<file path="config.mk">
export PLATFORM = sky130hd
export DESIGN_NAME = prcis_top
export DESIGN_NICKNAME = d
export VERILOG_FILES = /design/src/prcis_pkg.sv /design/src/prcis_osc_model.sv /design/src/prcis_top.sv
export SDC_FILE = /design/constraint.sdc
export NUM_CORES = 1
export LEC_CHECK = 0
export BUFFER_PORTS_ARGS = -buffer_cell sky130_fd_sc_hd__buf_2
export CORE_MARGIN = 3
export CORE_UTILIZATION = 40
export CTS_BUF_LIST = sky130_fd_sc_hd__clkbuf_4
export DETAILED_ROUTE_END_ITERATION = 8
export SYNTH_ARGS = -nofsm -noshare
export SYNTH_HDL_FRONTEND = slang
export SYNTH_SLANG_ARGS = --single-unit
</file>
<file path="constraint.sdc">
create_clock -name aclk -period 2.6 [get_ports aclk]
set_input_delay 0.52 -clock aclk [delete_from_list [all_inputs] [get_ports aclk]]
set_output_delay 0.52 -clock aclk [all_outputs]
set_load 0.05 [all_outputs]
</file>
<file path="src/prcis_pkg.sv">
// How it works
// - After reset only DMA/transfer and RAM run; every other module is stopped.
// - DMA/transfer stop bit resets to 0; writing 1 stops that module.
// - RAM stop bit resets to running; setting it stops the RAM.
// - A stopped module has its functions halted to save power.
// - Each source's stable flag reads 1 once its oscillator has settled.
package prcis_pkg;
	localparam logic [7:0] ADDR_MSTP_A   = 8'h00;
	localparam logic [7:0] ADDR_MSTP_C   = 8'h04;
	localparam logic [7:0] ADDR_MSTP_X   = 8'h08;
	localparam logic [7:0] ADDR_SUB_WAIT = 8'h0C;
	localparam logic [7:0] ADDR_MAIN_WAIT= 8'h10;
	localparam logic [7:0] ADDR_OSC_CTRL = 8'h14;
	localparam logic [7:0] ADDR_PLL_CTRL = 8'h18;
	localparam logic [7:0] ADDR_DIV_CTRL = 8'h1C;
	localparam logic [7:0] ADDR_SYS_SEL  = 8'h20;
	localparam logic [7:0] ADDR_STABLE   = 8'h24;
	localparam logic [7:0] ADDR_IRQ_STAT = 8'h28;
	localparam logic [7:0] ADDR_IRQ_MASK = 8'h2C;
	localparam int DMA_STOP_POS = 28;
	localparam int RAM_STOP_POS = 0;
	localparam logic [31:0] MSTP_A_RST = 32'h0000_0000;
	localparam logic [31:0] MSTP_C_RST = 32'h0000_0000;
	localparam logic [31:0] MSTP_X_RST = 32'hFFFF_FFFF;
	// Oscillator control bit positions
	localparam int OSC_SUB  = 0;
	localparam int OSC_MAIN = 1;
	localparam int OSC_FAST = 2;
	localparam int OSC_PLL  = 3;
	localparam int FAST_PWR = 4;
	localparam int PLL_PWR  = 5;
	localparam int SUB_INIT = 6;
	localparam logic [3:0] SRC_FAST = 4'h1;
	localparam logic [3:0] SRC_MAIN = 4'h2;
	localparam logic [3:0] SRC_SUB  = 4'h3;
	localparam logic [3:0] SRC_PLL  = 4'h4;
	localparam logic [3:0] SYS_SEL_RST = SRC_FAST;
	localparam logic [31:0] DIV_RST = 32'h0000_0000;
	// Irq bits: sub, main, fast, pll stable; switch done; switch refused
	localparam int IRQ_SWOK  = 4;
	localparam int IRQ_SWBAD = 5;
	// Settle counts, cycles at 10 MHz (period 100 ns)
	localparam int CLK_NS    = 100;
	localparam int SETTLE_US = 10;
	localparam int SETTLE_CYC = (SETTLE_US * 1000 + CLK_NS - 1) / CLK_NS;
	localparam logic [15:0] SETTLE_RST = 16'(SETTLE_CYC);
	typedef enum logic [2:0] {
		OS_OFF    = 3'b001,
		OS_RAMP   = 3'b010,
		OS_STABLE = 3'b100
	} prcis_osc_type;
endpackage

</file>
<file path="src/prcis_osc_model.sv">
`timescale 1ns/1ps
// One oscillator's settling tracker: stable flag after enable + wait count
module prcis_osc_model
	import prcis_pkg::*;
(
	input  wire logic        aclk,
	input  wire logic        aresetn,
	input  wire logic        run,
	input  wire logic [15:0] wait_cyc,
	output logic             stable
);
	typedef struct packed {
		prcis_osc_type st;
		logic [15:0]   cnt;
		logic          stable;
	} prcis_om_type;
	prcis_om_type s_r;
	prcis_om_type s_nxt;
	always_comb
	begin
		s_nxt = s_r;
		case (s_r.st)
			OS_OFF:
			begin
				s_nxt.cnt = wait_cyc;
				if (run)
					s_nxt.st = OS_RAMP;
			end
			OS_RAMP:
			begin
				if (!run)
					s_nxt.st = OS_OFF;
				else if (s_r.cnt <= 16'h0001)
				begin
					s_nxt.st = OS_STABLE;
					s_nxt.stable = 1'b1;
				end
				else
					s_nxt.cnt = s_r.cnt - 16'h0001;
			end
			OS_STABLE:
			begin
				if (!run)
				begin
					s_nxt.st = OS_OFF;
					s_nxt.stable = 1'b0;
				end
			end
			default:
				s_nxt.st = OS_OFF;
		endcase
	end
	always_ff @(posedge aclk)
	begin
		if (!aresetn)
		begin
			s_r.st <= OS_OFF;
			s_r.cnt <= 16'h0000;
			s_r.stable <= 1'b0;
		end
		else
			s_r <= s_nxt;
	end
	assign stable = s_r.stable;
endmodule // prcis_osc_model

</file>
<file path="src/prcis_top.sv">
`timescale 1ns/1ps
module prcis_top
	import prcis_pkg::*;
(
	input  wire logic        aclk,
	input  wire logic        aresetn,
	input  wire logic [7:0]  s_axi_awaddr,
	input  wire logic        s_axi_awvalid,
	output logic             s_axi_awready,
	input  wire logic [31:0] s_axi_wdata,
	input  wire logic [3:0]  s_axi_wstrb,
	input  wire logic        s_axi_wvalid,
	output logic             s_axi_wready,
	output logic [1:0]       s_axi_bresp,
	output logic             s_axi_bvalid,
	input  wire logic        s_axi_bready,
	input  wire logic [7:0]  s_axi_araddr,
	input  wire logic        s_axi_arvalid,
	output logic             s_axi_arready,
	output logic [31:0]      s_axi_rdata,
	output logic [1:0]       s_axi_rresp,
	output logic             s_axi_rvalid,
	input  wire logic        s_axi_rready,
	output logic             dma_run,
	output logic             ram_run,
	output logic [31:0]      periph_run,
	output logic [3:0]       sys_clk_src,
	output logic [31:0]      clk_div,
	output logic             irq
);
	typedef struct packed {
		logic        aw_ok;
		logic [7:0]  awa;
		logic        w_ok;
		logic [31:0] wd;
		logic [3:0]  ws;
		logic        bvalid;
		logic [1:0]  bresp;
		logic        rvalid;
		logic [31:0] rdata;
		logic [1:0]  rresp;
		logic [31:0] mstp_a;
		logic [31:0] mstp_c;
		logic [31:0] mstp_x;
		logic [15:0] sub_wait;
		logic [15:0] main_wait;
		logic [6:0]  osc;
		logic [31:0] pll;
		logic [31:0] div;
		logic [3:0]  sel;
		logic [5:0]  ist;
		logic [5:0]  imask;
		logic [3:0]  stab_d;
		logic        irq;
	} prcis_top_type;
	prcis_top_type s_r;
	prcis_top_type s_nxt;
	logic [3:0] stab;
	function automatic logic [31:0] wmerge(input logic [31:0] old,
		input logic [31:0] d, input logic [3:0] st);
		logic [31:0] r;
		r = old;
		for (int i = 0; i < 4; i++)
			if (st[i])
				r[i*8 +: 8] = d[i*8 +: 8];
		return r;
	endfunction
	function automatic logic src_ok(input logic [3:0] src,
		input logic [3:0] f);
		case (src)
			SRC_SUB:  src_ok = f[OSC_SUB];
			SRC_MAIN: src_ok = f[OSC_MAIN];
			SRC_FAST: src_ok = f[OSC_FAST];
			SRC_PLL:  src_ok = f[OSC_PLL];
			default:  src_ok = 1'b0;
		endcase
	endfunction
	// Sub circuit runs only after its init bit; fast/PLL gated by power
	prcis_osc_model u_sub (.aclk(aclk), .aresetn(aresetn),
		.run(s_r.osc[OSC_SUB] & s_r.osc[SUB_INIT]),
		.wait_cyc(s_r.sub_wait), .stable(stab[0]));
	prcis_osc_model u_main (.aclk(aclk), .aresetn(aresetn),
		.run(s_r.osc[OSC_MAIN]),
		.wait_cyc(s_r.main_wait), .stable(stab[1]));
	prcis_osc_model u_fast (.aclk(aclk), .aresetn(aresetn),
		.run(s_r.osc[OSC_FAST] & s_r.osc[FAST_PWR]),
		.wait_cyc(SETTLE_RST), .stable(stab[2]));
	prcis_osc_model u_pll (.aclk(aclk), .aresetn(aresetn),
		.run(s_r.osc[OSC_PLL] & s_r.osc[PLL_PWR]
			& src_ok(s_r.pll[3:0], stab)),
		.wait_cyc(SETTLE_RST), .stable(stab[3]));
	always_comb
	begin
		logic [31:0] wv;
		logic [5:0]  ev;
		logic        wr;
		logic [3:0]  want;
		wv = 32'h0000_0000;
		ev = {2'b00, stab & ~s_r.stab_d};
		want = 4'h0;
		s_nxt = s_r;
		s_nxt.stab_d = stab;
		if (s_axi_awvalid && !s_r.aw_ok && !s_r.bvalid)
		begin
			s_nxt.aw_ok = 1'b1;
			s_nxt.awa = s_axi_awaddr;
		end
		if (s_axi_wvalid && !s_r.w_ok && !s_r.bvalid)
		begin
			s_nxt.w_ok = 1'b1;
			s_nxt.wd = s_axi_wdata;
			s_nxt.ws = s_axi_wstrb;
		end
		wr = s_r.aw_ok && s_r.w_ok;
		if (wr)
		begin
			s_nxt.aw_ok = 1'b0;
			s_nxt.w_ok = 1'b0;
			s_nxt.bvalid = 1'b1;
			s_nxt.bresp = 2'b00;
			case (s_r.awa)
				ADDR_MSTP_A:
					s_nxt.mstp_a = wmerge(s_r.mstp_a, s_r.wd, s_r.ws);
				ADDR_MSTP_C:
					s_nxt.mstp_c = wmerge(s_r.mstp_c, s_r.wd, s_r.ws);
				ADDR_MSTP_X:
					s_nxt.mstp_x = wmerge(s_r.mstp_x, s_r.wd, s_r.ws);
				ADDR_SUB_WAIT:
				begin
					wv = wmerge({16'h0000, s_r.sub_wait}, s_r.wd, s_r.ws);
					s_nxt.sub_wait = wv[15:0];
				end
				ADDR_MAIN_WAIT:
				begin
					wv = wmerge({16'h0000, s_r.main_wait}, s_r.wd, s_r.ws);
					s_nxt.main_wait = wv[15:0];
				end
				ADDR_OSC_CTRL:
				begin
					wv = wmerge({25'h0, s_r.osc}, s_r.wd, s_r.ws);
					s_nxt.osc = wv[6:0];
				end
				ADDR_PLL_CTRL:
					s_nxt.pll = wmerge(s_r.pll, s_r.wd, s_r.ws);
				ADDR_DIV_CTRL:
					s_nxt.div = wmerge(s_r.div, s_r.wd, s_r.ws);
				ADDR_SYS_SEL:
				begin
					want = s_r.wd[3:0];
					if (s_r.ws[0] && src_ok(want, stab))
					begin
						s_nxt.sel = want;
						ev[IRQ_SWOK] = 1'b1;
					end
					else if (s_r.ws[0])
					begin
						ev[IRQ_SWBAD] = 1'b1;
						s_nxt.bresp = 2'b10;
					end
				end
				ADDR_IRQ_STAT:
					s_nxt.ist = s_r.ist & ~s_r.wd[5:0];
				ADDR_IRQ_MASK:
					s_nxt.imask = s_r.wd[5:0];
				ADDR_STABLE:
					s_nxt.bresp = 2'b00;
				default:
					s_nxt.bresp = 2'b10;
			endcase
		end
		if (s_r.bvalid && s_axi_bready)
			s_nxt.bvalid = 1'b0;
		// Set wins over a write-one clear in the same cycle
		s_nxt.ist = s_nxt.ist | ev;
		if (s_axi_arvalid && !s_r.rvalid)
		begin
			s_nxt.rvalid = 1'b1;
			s_nxt.rresp = 2'b00;
			case (s_axi_araddr)
				ADDR_MSTP_A:    s_nxt.rdata = s_r.mstp_a;
				ADDR_MSTP_C:    s_nxt.rdata = s_r.mstp_c;
				ADDR_MSTP_X:    s_nxt.rdata = s_r.mstp_x;
				ADDR_SUB_WAIT:  s_nxt.rdata = {16'h0000, s_r.sub_wait};
				ADDR_MAIN_WAIT: s_nxt.rdata = {16'h0000, s_r.main_wait};
				ADDR_OSC_CTRL:  s_nxt.rdata = {25'h0, s_r.osc};
				ADDR_PLL_CTRL:  s_nxt.rdata = s_r.pll;
				ADDR_DIV_CTRL:  s_nxt.rdata = s_r.div;
				ADDR_SYS_SEL:   s_nxt.rdata = {28'h0, s_r.sel};
				ADDR_STABLE:    s_nxt.rdata = {28'h0, stab};
				ADDR_IRQ_STAT:  s_nxt.rdata = {26'h0, s_r.ist};
				ADDR_IRQ_MASK:  s_nxt.rdata = {26'h0, s_r.imask};
				default:
				begin
					s_nxt.rdata = 32'h0000_0000;
					s_nxt.rresp = 2'b10;
				end
			endcase
		end
		else if (s_r.rvalid && s_axi_rready)
			s_nxt.rvalid = 1'b0;
		s_nxt.irq = |(s_nxt.ist & s_nxt.imask);
	end
	always_ff @(posedge aclk)
	begin
		if (!aresetn)
		begin
			s_r <= '0;
			s_r.mstp_a <= MSTP_A_RST;
			s_r.mstp_c <= MSTP_C_RST;
			s_r.mstp_x <= MSTP_X_RST;
			s_r.sub_wait <= SETTLE_RST;
			s_r.main_wait <= SETTLE_RST;
			s_r.div <= DIV_RST;
			s_r.sel <= SYS_SEL_RST;
			s_r.osc <= 7'h34;
		end
		else
			s_r <= s_nxt;
	end
	assign s_axi_awready = s_axi_awvalid & ~s_r.aw_ok & ~s_r.bvalid;
	assign s_axi_wready  = s_axi_wvalid & ~s_r.w_ok & ~s_r.bvalid;
	assign s_axi_bvalid  = s_r.bvalid;
	assign s_axi_bresp   = s_r.bresp;
	assign s_axi_arready = s_axi_arvalid & ~s_r.rvalid;
	assign s_axi_rvalid  = s_r.rvalid;
	assign s_axi_rdata   = s_r.rdata;
	assign s_axi_rresp   = s_r.rresp;
	// Stop bits halt the module's run enable, the power saving itself
	assign dma_run     = ~s_r.mstp_a[DMA_STOP_POS];
	assign ram_run     = ~s_r.mstp_c[RAM_STOP_POS];
	assign periph_run  = ~s_r.mstp_x;
	assign sys_clk_src = s_r.sel;
	assign clk_div     = s_r.div;
	assign irq         = s_r.irq;
endmodule // prcis_top

</file>
==> results of run 1 <==
[flip-flops by register name (all words and copies together) (netlist names)]
register / cells
u_fast.stable: 1
irq: 1
u_pll.stable: 1
u_fast.s_r: 19
u_sub.s_r: 19
s_r: 229
s_axi_rdata: 32
u_pll.s_r: 19
s_axi_bresp: 1
s_axi_rvalid: 1
u_main.s_r: 19
clk_div: 32
u_sub.stable: 1
s_axi_rresp: 1
sys_clk_src: 4
s_axi_bvalid: 1
u_main.stable: 1
[cells by family after synthesis]
kind of cell | Yosys count | share of synthesized area
buffers and inverters | 288 | 0.07903
xor gates and xnor gates | 13 | 0.006508
muxes | 73 | 0.04320
and+or+nand+nor | 887 | 0.2312
DFF | 382 | 0.4371
other | 1 | 0.0002144
AOI/OAI and AO/OA | 564 | 0.1970
adders and majority gates | 8 | 0.005722
[critical path, stage by stage (launching register included)]
cell     delay (ns)
dfxtp_1        0.31
buf_4          0.17
nor3b_2        0.15
buf_4          0.23
buf_2          0.30
[timing repair]
item                                   in CTS  in global routing
hold buffers                               47                  0
buffers inserted                            0                  0
setup endpoints to repair                   0                  5
endpoints found under the hold margin      53                  0
resized for setup                           0                  1
[metal layers]
layer / vias to the layer above / track usage / wire length [µm]
met5: - / 0 / 13
met4: 2 / 0.1110 / 2058
met3: 127 / 0.05777 / 4679
met2: 705 / 0.4028 / 27300
met1: 8155 / 0.3056 / 24330
li1: 8139 / - / -
[path summary, 6_finish.rpt]
kind	start	to	slack [ns]	cells past startpoint
max	s_r[303]$_SDFFE_PP0P_	s_axi_awready	0.12	4
min	s_axi_arvalid	s_axi_rresp[1]$_SDFFE_PN0P_	0.31	5
max reg2reg	u_sub.s_r[11]$_SDFFE_PN0P_	u_sub.s_r[1]$_SDFFE_PN0P_	0.12	7
min reg2reg	s_r[261]$_SDFFE_PN0P_	s_r[261]$_SDFFE_PN0P_	0.45	2
[layout make-up]
cell class | count | share of cell area
Antenna cell | 1 | 0.0001220
Tap cell | 577 | 0.03520
Timing Repair Buffer | 305 | 0.1031
Inverter | 53 | 0.01007
Clock buffer | 152 | 0.05564
Sequential cell | 382 | 0.3729
Clock inverter | 24 | 0.007993
Multi-Input combinational cell | 1547 | 0.4149
[power by group through the flow]
stage	sequential, mW	clock (mW)	combinational [mW]
after floorplan	6.29	0	1.07
after global placement	6.37	0	1.46
after detailed placement	6.39	0	1.48
after CTS	6.26	5.53	1.54
after global routing	6.28	5.87	1.71
final	6.26	5.42	1.56
[layout by cell type (no fill, tap or decap), types with 5 or more instances in the layout]
cell / count
a211oi_1: 6
a21oi_1: 295
a222oi_1: 16
a22o_1: 6
a22oi_1: 44
and2_1: 11
and3_1: 8
buf_12: 10
buf_2: 167
buf_4: 81
clkbuf_4: 152
clkinv_1: 14
dfxtp_1: 382
dlygate4sd3_1: 47
ha_1: 8
inv_1: 51
mux2_2: 10
mux2i_1: 62
nand2_1: 367
nand2b_1: 16
nand3_1: 174
nand3b_1: 6
nor2_1: 162
nor2b_1: 15
nor3_1: 37
nor4_1: 14
o211ai_1: 40
o21a_1: 7
o21ai_0: 62
o22ai_1: 6
o31ai_1: 22
o32ai_1: 10
or2_2: 5
or3_1: 24
or4_1: 13
xor2_1: 10
==> qor.csv, run 1 <==
stage,metric,value,unit
timing,worst_pin_slew,1.045,ns
logic_synthesis,netlist_area,0.01749,mm²
clock_tree,htreeDepth,3,
status,status,finished clean,
clock_tree,root_buffer,clkbuf_4,
route,postRouteAntennaNets,0,
timing,final.setup.tns,0,ns
placed_design,dp_hpwl,39700,µm
setup_path,crit_type,reg -> out,
route,avgViaCountPerCell,5.632,
route,vias,17128,
logic_synthesis,synth-main-ff-cell,dfxtp_1,
logic_synthesis,synth_top_area_frac,0.4371,
layout,syn_to_final_growth,17.22,%
route,routedWlPerCell,19.20,µm
floorplan,io_pins,171,
logic_synthesis,synth_edf_count,0,
power_and_ir_drop,ir_worst_vdd,0.3779,mV
floorplan,rows,75,
layout,stdcell_count,3041,
placed_design,dpl_cell_area,0.01872,mm²
power_and_ir_drop,sequentialPowerShare,0.473,
power_and_ir_drop,p_per_area,645.6,mW/mm²
worst_hold_path,hp-class,in -> reg,
setup_path,crit_arrival,1.96,ns
global_routing,grt_first_pass_wirelength,91150,µm
timing,fin_skew,0.07464,ns
setup_path,cp.required,2.08,ns
global_routing,grt-ovfl-total,0,
clock_tree,clock_latency,0.88,ns
power_and_ir_drop,comb_power_share,0.118,
logic_synthesis,avgSynthCellArea,7.895,µm²
route,drc,0,
timing,relSlewSlack,0.2961,
placed_design,dp.cells,2817,
layout,drive_above_1_share,0.1864,
logic_synthesis,yosys-top-cells-count,"dfxtp_1, nand2_1, a21oi_1",
route,drt-total-wl,58380,µm
timing,worst_hold_slack,0.3073,ns
clock_tree,numCtsBuffers,105,
placed_design,gp_congestion,0.9550,
floorplan,core_area,0.04260,mm²
logic_synthesis,async_flop_share,0,
floorplan,dieWidth,215.1,µm
timing,clock.fmax,402.4,MHz
floorplan,chipHeight,215.1,µm
layout,fin_util,0.4814,
power_and_ir_drop,switching_share,0.2832,
logic_synthesis,synth_area_leaders,"dfxtp_1, a21oi_1, nand2_1",
power_and_ir_drop,intPower,9.490,mW
layout,seq_area,0.007647,mm²
global_routing,grt_max_degree,91,
floorplan,start_util,0.4106,
global_routing,antenna_found_initial,2,
clock_tree,cts_tree,built,
timing,period_minus_slack,2.485,ns
layout,finalInstanceArea,0.02051,mm²
placed_design,pre_cts_slack,0.1182,ns
layout,multi_input_area,0.008509,mm²
logic_synthesis,synth.largest_area_cell,dfxtp_1,
layout,finalNetCount,2461,
timing,maxSlewViolCount,0,
logic_synthesis,yosys_warnings,0,
setup_path,critical_path.max_fanout,10,
setup_path,startpoint_type,register,
logic_synthesis,synthCells,2216,
route,firstDrtPassIters,7,
logic_synthesis,ys_ff_latch,382,
timing,setup_ws,0.1152,ns
timing,setup_viol,0,
power_and_ir_drop,pwr-share-clk,0.409,
power_and_ir_drop,switchingPower,3.749,mW
timing,min_period_over_period,0.9557,
global_routing,first_global_vias,16295,
route,drt_iter0_drc,1462,
layout,nFillCells,4282,
logic_synthesis,ys_seq_area_frac,0.4371,
clock_tree,clkTransAtPathRegs,0.06,ns
logic_synthesis,synth.most_common_cell,dfxtp_1,
power_and_ir_drop,total_power,13.24,mW
floorplan,dieArea,0.04628,mm²
timing,hold_viol_final,0,
clock_tree,clockBufferDepth,3,
global_routing,grt.total_usage,0.2448,
logic_synthesis,ys_types,73,
clock_tree,clock-sinks,382,
job,max_cap_viol_count,0,
setup_path,cp-end-kind,output pin,
power_and_ir_drop,power_leakage,8.123,nW
timing,rsz0062_at_grt,no,
placed_design,port_buffers,168,
Power figures use the tool's default switching activity.
==> run 2, diff against run 1 <==
==> constraint.sdc (replaced) <==
create_clock -name aclk -period 3.2 [get_ports aclk]
set_input_delay 0.64 -clock aclk [delete_from_list [all_inputs] [get_ports aclk]]
set_output_delay 0.64 -clock aclk [all_outputs]
set_load 0.05 [all_outputs]
==> run 2 against run 1 <==
Compared with the run above:
- via count fell by 2.4%
- largest cell class unchanged
- clock-buffer cell count rose by 6
- sequential cell count did not move
- non-clock buffer count fell by 65
- clock power fell by 18%
- critical endpoint is now u_sub.s_r[11]$_SDFFE_PN0P_
- register-to-register slack improved by 0.43 ns
- power fell by 19%
==> qor.csv, run 2 (synthesized netlist as in run 1, its figures left out) <==
stage,metric,value,unit
clock_tree,cts_tree,built,
route,drt_iter0_drc,1446,
setup_path,crit_type,reg -> reg,
timing,min_period_over_period,0.8301,
timing,final.setup.tns,0,ns
clock_tree,htreeDepth,3,
clock_tree,clkTransAtPathRegs,0.06,ns
power_and_ir_drop,total_power,10.74,mW
floorplan,chipHeight,215.1,µm
worst_hold_path,hp-class,in -> reg,
floorplan,dieWidth,215.1,µm
timing,period_minus_slack,2.656,ns
clock_tree,post_cts_buffers,0,
timing,worst_pin_slew,1.215,ns
timing,fin_skew,0.02799,ns
clock_tree,clockBufferDepth,3,
setup_path,cp-end-kind,register,
setup_path,cpPeakStageDelay,0.59,ns
power_and_ir_drop,p_per_area,541.1,mW/mm²
clock_tree,root_buffer,clkbuf_4,
route,drt-total-wl,57880,µm
worst_hold_path,min_from,s_axi_wdata[29],
setup_path,cp.required,3.85,ns
clock_tree,clock_latency,0.80,ns
clock_tree,cts_hold_buffers,6,
setup_path,path_cells,or4_4 -> or3_4 -> or4_4 -> a21oi_4 -> buf_4 -> nand2b_1 -> a21oi_1,
timing,setup_viol,0,
layout,largest_register_ffs,229,
setup_path,critical_path.max_fanout,32,
worst_hold_path,hold_end,s_r[291]$_SDFFE_PN0P_,
global_routing,grt_first_pass_wirelength,90270,µm
layout,mostFrequentLayoutCells,"dfxtp_1, nand2_1, a21oi_1, nand3_1, buf_2",
clock_tree,clock-sinks,382,
layout,top_register,s_r,
global_routing,antenna_found_initial,1,
power_and_ir_drop,ir_worst_vdd,0.2455,mV
route,routedWlPerCell,19.44,µm
layout,syn_to_final_growth,13.40,%
setup_path,crit_family,simple AND/OR/NAND/NOR gates,
route,postRouteAntennaNets,0,
route,firstDrtPassIters,6,
setup_path,crit_arrival,3.30,ns
setup_path,rr_startpoint,u_sub.s_r[10]$_SDFFE_PN0P_,
placed_design,port_buffers,168,
layout,drive_above_1_share,0.1817,
timing,relSlewSlack,0.1813,
setup_path,ff2ff_path_depth,7,
global_routing,grt_max_degree,85,
setup_path,worst_path_most_repeated_cell,or4_4,
setup_path,r2r-end,u_sub.s_r[11]$_SDFFE_PN0P_,
worst_hold_path,hold_path_depth,3,
setup_path,rrSetupSlack,0.54,ns
timing,rsz0062_at_grt,no,
clock_tree,numCtsBuffers,102,
layout,nFillCells,4298,
floorplan,dieArea,0.04628,mm²
timing,hold_viol_final,0,
global_routing,grt.total_usage,0.2418,
global_routing,first_global_vias,15943,
route,vias,16717,
setup_path,worst_path_max_delay_cell,or4_4,
clock_tree,cts_resized,0,
placed_design,gp_congestion,0.9062,
power_and_ir_drop,power_leakage,7.828,nW
setup_path,startpoint_type,register,
timing,clock.fmax,376.5,MHz
status,status,finished clean,
floorplan,start_util,0.4106,
layout,layout_commonest_cell,dfxtp_1,
placed_design,dp_hpwl,39650,µm
route,avgViaCountPerCell,5.613,
layout,finalNetCount,2393,
floorplan,core_area,0.04260,mm²
route,drc,0,
timing,maxSlewViolCount,0,
floorplan,rows,75,
global_routing,grt-ovfl-total,0,
job,max_cap_viol_count,0,
setup_path,cp_num_buf_inv,1,
floorplan,io_pins,171,
==> run 2: worst max path at each step <==
stage                                     from                           end  cells past startpoint
global route        u_sub.s_r[10]$_SDFFE_PN0P_    u_sub.s_r[11]$_SDFFE_PN0P_                      7
floorplan                      s_axi_araddr[2]  s_axi_rdata[22]$_SDFFE_PN0P_                      9
detailed placement  u_sub.s_r[10]$_SDFFE_PN0P_     u_sub.s_r[1]$_SDFFE_PN0P_                      7
CTS                 u_sub.s_r[10]$_SDFFE_PN0P_    u_sub.s_r[11]$_SDFFE_PN0P_                      7
global placement               s_axi_araddr[5]  s_axi_rdata[16]$_SDFFE_PN0P_                      9
finish              u_sub.s_r[10]$_SDFFE_PN0P_    u_sub.s_r[11]$_SDFFE_PN0P_                      7
==> run 2: worst min-delay path, cell delays in order <==
cell     delay, ns
buf_2         0.09
nand2_1       0.04
a21oi_1       0.05
==> run 2: layout make-up <==
class / count / area (µm²) / share of cell area
clock inverters: 20 / 147.6 / 0.007442
multi-input cells: 1547 / 8503 / 0.4286
diodes: 1 / 2.502 / 0.0001261
clock buffers: 158 / 1186 / 0.05979
repair buffers: 240 / 1424 / 0.07177
flip-flops and latches: 382 / 7647 / 0.3855
inverters: 53 / 206.4 / 0.01041
well taps: 577 / 721.9 / 0.03639
==> run 2: stage by stage <==
| stage | instance area (µm²) | utilization | hold WS [ns] | worst slack (ns) | instances |
|---|---|---|---|---|---|
| floorplan | 17500 | - | 0.4319 | 0.6524 | 2217 |
| global placement | 18440 | 0.4329 | 0.4385 | 0.5780 | 2793 |
| detailed placement | 18440 | 0.4329 | 0.4433 | 0.5516 | 2793 |
| CTS | 19840 | 0.4656 | 0.001345 | 0.5515 | 2977 |
| global route | 19840 | 0.4657 | 0.03804 | 0.4477 | 2978 |
| finish | 19840 | 0.4657 | 0.06769 | 0.5436 | 2978 |
==> run 2: power by group <==
group / leakage [nW] / total [mW] / internal (mW) / switching, mW
Combinational: 3.94 / 1.17 / 0.422 / 0.748
Sequential: 3.09 / 5.10 / 4.90 / 0.198
Clock: 0.794 / 4.46 / 2.39 / 2.07
==> run 2: metal layers <==
| metal | vias up | global-route usage | wire length [µm] | part of all wire |
|---|---|---|---|---|
| li1 | 8020 | - | - | - |
| met5 | - | 0 | 0 | 0 |
| met2 | 644 | 0.4013 | 27570 | 0.48 |
| met3 | 98 | 0.04958 | 4402 | 0.076 |
| met4 | 0 | 0.09187 | 1551 | 0.027 |
| met1 | 7955 | 0.3108 | 24360 | 0.42 |
